[src/inc/iep_pkg.sv]
// Package with register map, bit positions, reset values and carriers for the interrupt block.
package iep_pkg;
	// Register page and addresses in the special-function space.
	localparam logic [7:0] IEP_PAGE_EXT = 8'h10;
	localparam logic [7:0] IEP_PAGE_BASE = 8'h00;
	localparam logic [7:0] IEP_ADDR_PRIO_LOW = 8'hBB;
	localparam logic [7:0] IEP_ADDR_PRIO_HIGH = 8'hEE;
	localparam logic [7:0] IEP_ADDR_ENABLE = 8'hE6;

	// Values after reset.
	localparam logic [7:0] IEP_RST_PRIO_LOW = 8'h00;
	localparam logic [7:0] IEP_RST_PRIO_HIGH = 8'h00;
	localparam logic [7:0] IEP_RST_ENABLE = 8'h00;
	localparam logic [7:0] IEP_RST_RDATA = 8'h00;

	// Bit position of each source in all three registers.
	localparam int IEP_BIT_TWOWIRE = 0;
	localparam int IEP_BIT_PORT_MATCH = 1;
	localparam int IEP_BIT_WINDOW = 2;
	localparam int IEP_BIT_CONV_DONE = 3;
	localparam int IEP_BIT_COUNTER_ARRAY = 4;
	localparam int IEP_BIT_COMP_ZERO = 5;
	localparam int IEP_BIT_COMP_ONE = 6;
	localparam int IEP_BIT_TIMER_THREE = 7;

	// Number of sources and width of a source index.
	localparam int IEP_NUM_SRC = 8;
	localparam int IEP_SRC_W = 3;

	// One special-function register access from the core.
	typedef struct packed
	{
		logic [7:0] page;
		logic [7:0] addr;
		logic wr;
		logic rd;
		logic [7:0] wdata;
	} iep_sfr_req_t;

	// Request offered to the core: source and its two-bit priority.
	typedef struct packed
	{
		logic valid;
		logic [IEP_SRC_W-1:0] src;
		logic [1:0] prio;
	} iep_grant_t;

	// True when an access addresses the given register.
	function automatic logic iep_hit(iep_sfr_req_t req, logic [7:0] page, logic [7:0] addr);
		return (req.page == page) && (req.addr == addr);
	endfunction : iep_hit
endpackage : iep_pkg

[src/hw/iep_arbiter.sv]
// Priority selection among enabled pending interrupt sources.
module iep_arbiter
	import iep_pkg::*;
#(
	parameter int N = IEP_NUM_SRC,
	parameter int W = $clog2(N)
)
(
	input wire logic [N-1:0] req,
	input wire logic [N-1:0] prio_high,
	input wire logic [N-1:0] prio_low,
	output logic valid,
	output logic [W-1:0] src,
	output logic [1:0] prio
);
	// The index width must hold every source.
	if (N < 2 || (1 << W) < N)
	begin : g_bad_param
		$error("iep_arbiter: N and W do not fit");
	end

	// Highest two-bit value wins; an equal value keeps the lower index, so
	// ties resolve in a fixed order and never toggle between sources.
	always_comb
	begin
		logic [1:0] p;
		p = 2'h0;
		valid = 1'b0;
		src = '0;
		prio = 2'h0;
		for (int i = 0; i < N; i++)
		begin
			p = {prio_high[i], prio_low[i]};
			if (req[i] && (!valid || p > prio))
			begin
				valid = 1'b1;
				src = W'(i);
				prio = p;
			end
		end
	end
endmodule : iep_arbiter

[src/hw/iep_regs.sv]
// Extended interrupt enable and priority registers with request selection.
// Operation
// - Enable bit 2 masks the window compare interrupt: 0 blocks it, 1 lets its flag request.
// - Enable bit 1 gates port match interrupts: 0 blocks them, 1 lets a match request.
// - Enable bit 0 gates the two-wire serial interrupts: 0 blocks them, 1 passes them all.
// - The low priority register sits on page 0x10 at 0xBB, eight RW bits resetting to zero.
// - Low priority bit 7 is the priority LSB of the timer three interrupt.
// - Low priority bit 6 is the priority LSB of the comparator one interrupt.
// - Low priority bit 5 is the priority LSB of the comparator zero interrupt.
// - Low priority bit 4 is the priority LSB of the counter array interrupt.
// - Low priority bit 2 is the priority LSB of the window compare interrupt.
// - Low priority bit 1 is the priority LSB of the port match interrupt.
// - Low priority bit 0 is the priority LSB of the two-wire serial interrupt.
// - The high priority register at 0xEE gives each source's MSB in the same bit order.
module iep_regs
	import iep_pkg::*;
(
	input wire logic clk,
	input wire logic resetn,
	input wire iep_sfr_req_t sfr_req,
	output logic [7:0] sfr_rdata,
	input wire logic [IEP_NUM_SRC-1:0] src_flag,
	input wire logic svc_active,
	input wire logic [1:0] svc_prio,
	output logic [7:0] irq_enable,
	output logic [7:0] prio_low,
	output logic [7:0] prio_high,
	output iep_grant_t irq_grant
);
	logic [7:0] enable_r;
	logic [7:0] prio_low_r;
	logic [7:0] prio_high_r;
	logic [7:0] rdata_r;
	logic [7:0] rdata_nxt;
	iep_grant_t grant_r;
	iep_grant_t grant_nxt;
	logic [IEP_NUM_SRC-1:0] gated;
	logic sel_valid;
	logic [IEP_SRC_W-1:0] sel_src;
	logic [1:0] sel_prio;
	logic hit_low;
	logic hit_high;
	logic hit_en;

	// Address decode; the enable register answers on both pages so that
	// code running in either page can mask sources without a page switch.
	assign hit_low = iep_hit(sfr_req, IEP_PAGE_EXT, IEP_ADDR_PRIO_LOW);
	assign hit_high = iep_hit(sfr_req, IEP_PAGE_EXT, IEP_ADDR_PRIO_HIGH);
	assign hit_en = iep_hit(sfr_req, IEP_PAGE_EXT, IEP_ADDR_ENABLE)
		|| iep_hit(sfr_req, IEP_PAGE_BASE, IEP_ADDR_ENABLE);

	// Enable register.
	always_ff @(posedge clk)
	begin
		if (!resetn)
			enable_r <= IEP_RST_ENABLE;
		else if (sfr_req.wr && hit_en)
			enable_r <= sfr_req.wdata;
	end

	// Low-order priority register; all bits read-write.
	always_ff @(posedge clk)
	begin
		if (!resetn)
			prio_low_r <= IEP_RST_PRIO_LOW;
		else if (sfr_req.wr && hit_low)
			prio_low_r <= sfr_req.wdata;
	end

	// High-order priority register, same bit order as the low one.
	always_ff @(posedge clk)
	begin
		if (!resetn)
			prio_high_r <= IEP_RST_PRIO_HIGH;
		else if (sfr_req.wr && hit_high)
			prio_high_r <= sfr_req.wdata;
	end

	// Read data; a read in the same cycle as a write returns the old value.
	always_comb
	begin
		rdata_nxt = IEP_RST_RDATA;
		if (hit_low)
			rdata_nxt = prio_low_r;
		else if (hit_high)
			rdata_nxt = prio_high_r;
		else if (hit_en)
			rdata_nxt = enable_r;
	end

	// Read data register; it holds until the next read.
	always_ff @(posedge clk)
	begin
		if (!resetn)
			rdata_r <= IEP_RST_RDATA;
		else if (sfr_req.rd)
			rdata_r <= rdata_nxt;
	end

	// Masking of each source by its enable bit.
	always_comb
	begin
		gated = src_flag & enable_r;
		gated[IEP_BIT_WINDOW] = src_flag[IEP_BIT_WINDOW] && enable_r[IEP_BIT_WINDOW];
		gated[IEP_BIT_PORT_MATCH] = src_flag[IEP_BIT_PORT_MATCH]
			&& enable_r[IEP_BIT_PORT_MATCH];
		gated[IEP_BIT_TWOWIRE] = src_flag[IEP_BIT_TWOWIRE] && enable_r[IEP_BIT_TWOWIRE];
	end

	// Each source's field is {high bit, low bit} at its own position.
	iep_arbiter #(
		.N(IEP_NUM_SRC),
		.W(IEP_SRC_W)
	) u_arbiter (
		.req(gated),
		.prio_high(prio_high_r),
		.prio_low(prio_low_r),
		.valid(sel_valid),
		.src(sel_src),
		.prio(sel_prio)
	);

	// A request reaches the core only if it outranks the routine in service;
	// equal priority never preempts, which keeps nesting depth bounded.
	always_comb
	begin
		grant_nxt.src = sel_src;
		grant_nxt.prio = sel_prio;
		grant_nxt.valid = sel_valid && (!svc_active || sel_prio > svc_prio);
	end

	// Registered request towards the core.
	always_ff @(posedge clk)
	begin
		if (!resetn)
			grant_r <= '0;
		else
			grant_r <= grant_nxt;
	end

	assign sfr_rdata = rdata_r;
	assign irq_enable = enable_r;
	assign prio_low = prio_low_r;
	assign prio_high = prio_high_r;
	assign irq_grant = grant_r;

	// Helper: true when some enabled pending source outranks the selection.
	logic outranked;
	always_comb
	begin
		outranked = 1'b0;
		for (int i = 0; i < IEP_NUM_SRC; i++)
		begin
			if (gated[i] && {prio_high_r[i], prio_low_r[i]} > sel_prio)
				outranked = 1'b1;
		end
	end
endmodule : iep_regs

[config.mk]
export PLATFORM = sky130hd
export DESIGN_NAME = iep_regs
export DESIGN_NICKNAME = d
export VERILOG_FILES = /design/src/inc/iep_pkg.sv /design/src/hw/iep_arbiter.sv /design/src/hw/iep_regs.sv
export SDC_FILE = /design/constraint.sdc
export NUM_CORES = 1
export LEC_CHECK = 0
export BUFFER_PORTS_ARGS = -buffer_cell sky130_fd_sc_hd__clkbuf_2
export CAP_MARGIN = 15
export CORE_UTILIZATION = 35
export DETAILED_ROUTE_END_ITERATION = 16
export GPL_TIMING_DRIVEN = 0
export PLACE_DENSITY_LB_ADDON = 0.25
export SLEW_MARGIN = 20
export SYNTH_ARGS = -nofsm -noshare
export SYNTH_HDL_FRONTEND = slang
export SYNTH_SLANG_ARGS = --single-unit
[constraint.sdc]
create_clock -name clk -period 12.58 [get_ports clk]
set_clock_uncertainty 0.15 [all_clocks]
set_input_delay 1.258 -clock clk [delete_from_list [all_inputs] [get_ports clk]]
set_output_delay 1.258 -clock clk [all_outputs]
set_load 0.03 [all_outputs]
==> results.cfg <==
[status]
status = finished clean

[floorplan]
initial_core_util = 0.367
boundaryPins = 77
die_w_um = 83.8
die_h_um = 83.8
rows = 29
coreArea_um2 = 6390
dieArea_um2 = 7020

[routing]
detail-route-antenna-nets = 0
drt_wl_total_um = 6540
route.detailed.drc = 0
drt-initial-drc-count = 127
num_vias = 2428
wl_per_cell_um = 14.4
via_per_inst = 5.35
dr.pass1.iters = 5

[timing]
rsz0062_at_grt = false
timing.slew.headroom = 0.357
tns_ns = 0
fin_ws_ns = 1.71
finalSetupViolCount = 0
final_hold_viol_count = 0
drv_slew = 0
max_freq_mhz = 92.0
post-route-period-util = 0.864
worst_pin_slew_ns = 0.958
min_period_ns = 10.87

[synthesis]
mappedNetlistArea_um2 = 2340
syn_inst = 295
synth_seq_cells = 38
seq_area_frac_synth = 0.325
synth_cell_types = 45
syn_nets = 349
syn-mean-instance-area_um2 = 7.94
ys_warn_count = 0

[cts]
postCtsHoldBufs = 0
cts_buffer_depth = 2
cts.sinks = 38
postCtsResizedCells = 0
clockRootBuffer = clkbuf_8
h-tree-depth = 2
path_clk_slew_ns = 0.08
tritoncts = yes
clkLatencyLatePin_ns = 0.29
numCtsBuffers = 5
cts_setup_buffers = 0

[global_routing]
grt_overflow_total = 0
antenna_found_initial = 0
first_global_vias = 2258
grt_max_degree = 13
gr-usage-all-layers = 0.190
grt_pass1_wl_um = 10800

[finish]
drive_gt1_frac = 0.249
final_cells = 454
area_growth_pct = 24.0
final_cell_mix = 74 x clkbuf_2, 58 x nand2_1, 38 x dfxtp_1
diodes = 0
fin_nets = 430
layout_commonest_cell = clkbuf_2
post-route-util = 0.455

[power]
p_seq_frac = 0.528
total_leakage_power_nw = 1.27
switching_share = 0.248
pwr_density_cell_nw_per_um2 = 79.5
pwr-share-comb = 0.082
p_switching_mw = 0.0572
pwr-share-clk = 0.390
ir_worst_vdd_mv = 0.0649
p_int_mw = 0.174

[worst_setup_path]
slowest_delay_ns = 0.49
cp-start-kind = input pin
cp.arrival_ns = 10.89
critPathSlowestCell = a211oi_1
crit_fanout = 10
crit_required_ns = 12.60
critPathCaptureType = register
path_class = input pin to register

[worst_hold_path]
hold_class = register to register

[placement]
hpwl_um = 5330
gp_congestion = 0.843
dp_cells = 446
numPortBuffers = 74
place_ws_ns = 1.46

[run]
maxCapViolations = 0
[layout make-up]
cell class,instances,area [um^2]
clock buffer,6,82.6
buffer,11,41.3
multi-input combinational,233,1490
tap,77,96.3
clock inverter,2,12.5
sequential,38,761
inverter,13,48.8
fill,680,3480
timing repair buffer,74,370
[state kept, by name, indices dropped and copies added (netlist names)]
| signal | cells |
|---|---|
| irq_enable | 8 |
| prio_high | 8 |
| prio_low | 8 |
| sfr_rdata | 8 |
| irq_grant | 6 |
[worst paths after layout]
check / start / endpoint / slack (ns) / cells past startpoint
hold reg to reg: sfr_rdata[5] / sfr_rdata[5] / 0.33 / 1
setup reg to reg: irq_enable[0] / irq_grant[5] / 2.29 / 47
setup / recovery: src_flag[0] / irq_grant[5] / 1.71 / 48
hold / removal: sfr_rdata[5] / sfr_rdata[5] / 0.33 / 1
[power by group through the flow]
stage          clock network [mW]  logic, mW  registers [mW]
5_1_grt                    0.0970     0.0208           0.122
2_1_floorplan                   0    0.00644           0.127
3_5_place_dp                    0     0.0191           0.125
3_3_place_gp                    0     0.0189           0.125
4_1_cts                    0.0914     0.0191           0.122
6_report                   0.0899     0.0190           0.122
[worst max-delay path: cells and delay by family]
family          cells  cell delay [ns]
mux                 1             0.39
compound gates     25             5.16
buf+inv             2             0.25
simple gates       12             1.67
fa+ha+maj           8             2.19
[routing by layer]
metal	wire length, um	share of wire	global-route usage
met1	3060	0.47	0.253
met5	0	0	0
met2	3140	0.48	0.328
met3	310	0.047	0.0267
met4	29	0.0044	0.0385
[cell usage after synthesis]
cell	n	area share
o21ai_0	9	0.019
a211o_2	1	0.0043
a311oi_1	1	0.0037
ha_1	15	0.080
nor2b_1	6	0.016
buf_1	1	0.0016
mux2_2	1	0.0048
o2111ai_1	2	0.0075
nand3_2	1	0.0043
a31oi_1	3	0.0080
nor2_1	12	0.019
o41a_1	1	0.0048
and2_1	5	0.013
o2111a_1	2	0.0096
nand2_1	58	0.093
nor4bb_1	2	0.0086
a22oi_1	7	0.022
and3_1	2	0.0053
a21oi_1	12	0.026
nand3_1	24	0.051
a222oi_1	3	0.013
o211ai_1	1	0.0032
o311ai_0	1	0.0037
o21bai_1	1	0.0032
a21boi_0	24	0.077
nor3_1	7	0.015
o211a_4	1	0.0075
a2bb2oi_1	1	0.0037
a31o_2	1	0.0037
a21o_1	2	0.0064
o31a_2	1	0.0043
o21ai_2	1	0.0037
clkbuf_1	10	0.016
or2_2	1	0.0027
o21a_1	3	0.0096
mux2i_1	1	0.0043
inv_1	13	0.021
o21ba_2	1	0.0043
dfxtp_1	38	0.32
o211a_1	9	0.038
nand4_1	2	0.0053
nor4_1	1	0.0027
a21oi_2	2	0.0075
a211oi_1	4	0.013
and2_2	1	0.0032
[through the flow]
step / hold WS (ns) / power, mW / instance area (um^2)
5_1_grt: 0.356 / 0.240 / 2900
4_1_cts: 0.338 / 0.233 / 2900
3_3_place_gp: 0.314 / 0.144 / 2810
6_report: 0.335 / 0.231 / 2900
2_1_floorplan: 0.457 / 0.134 / 2340
3_5_place_dp: 0.319 / 0.144 / 2810
[cells by family after synthesis]
| group | Yosys count | share of synthesized area |
|---|---|---|
| mux | 2 | 0.00909 |
| fa+ha+maj | 15 | 0.0802 |
| buf+inv | 24 | 0.0385 |
| compound gates | 94 | 0.307 |
| simple gates | 122 | 0.240 |
| flops | 38 | 0.325 |
(Power assumes the default switching activity.)
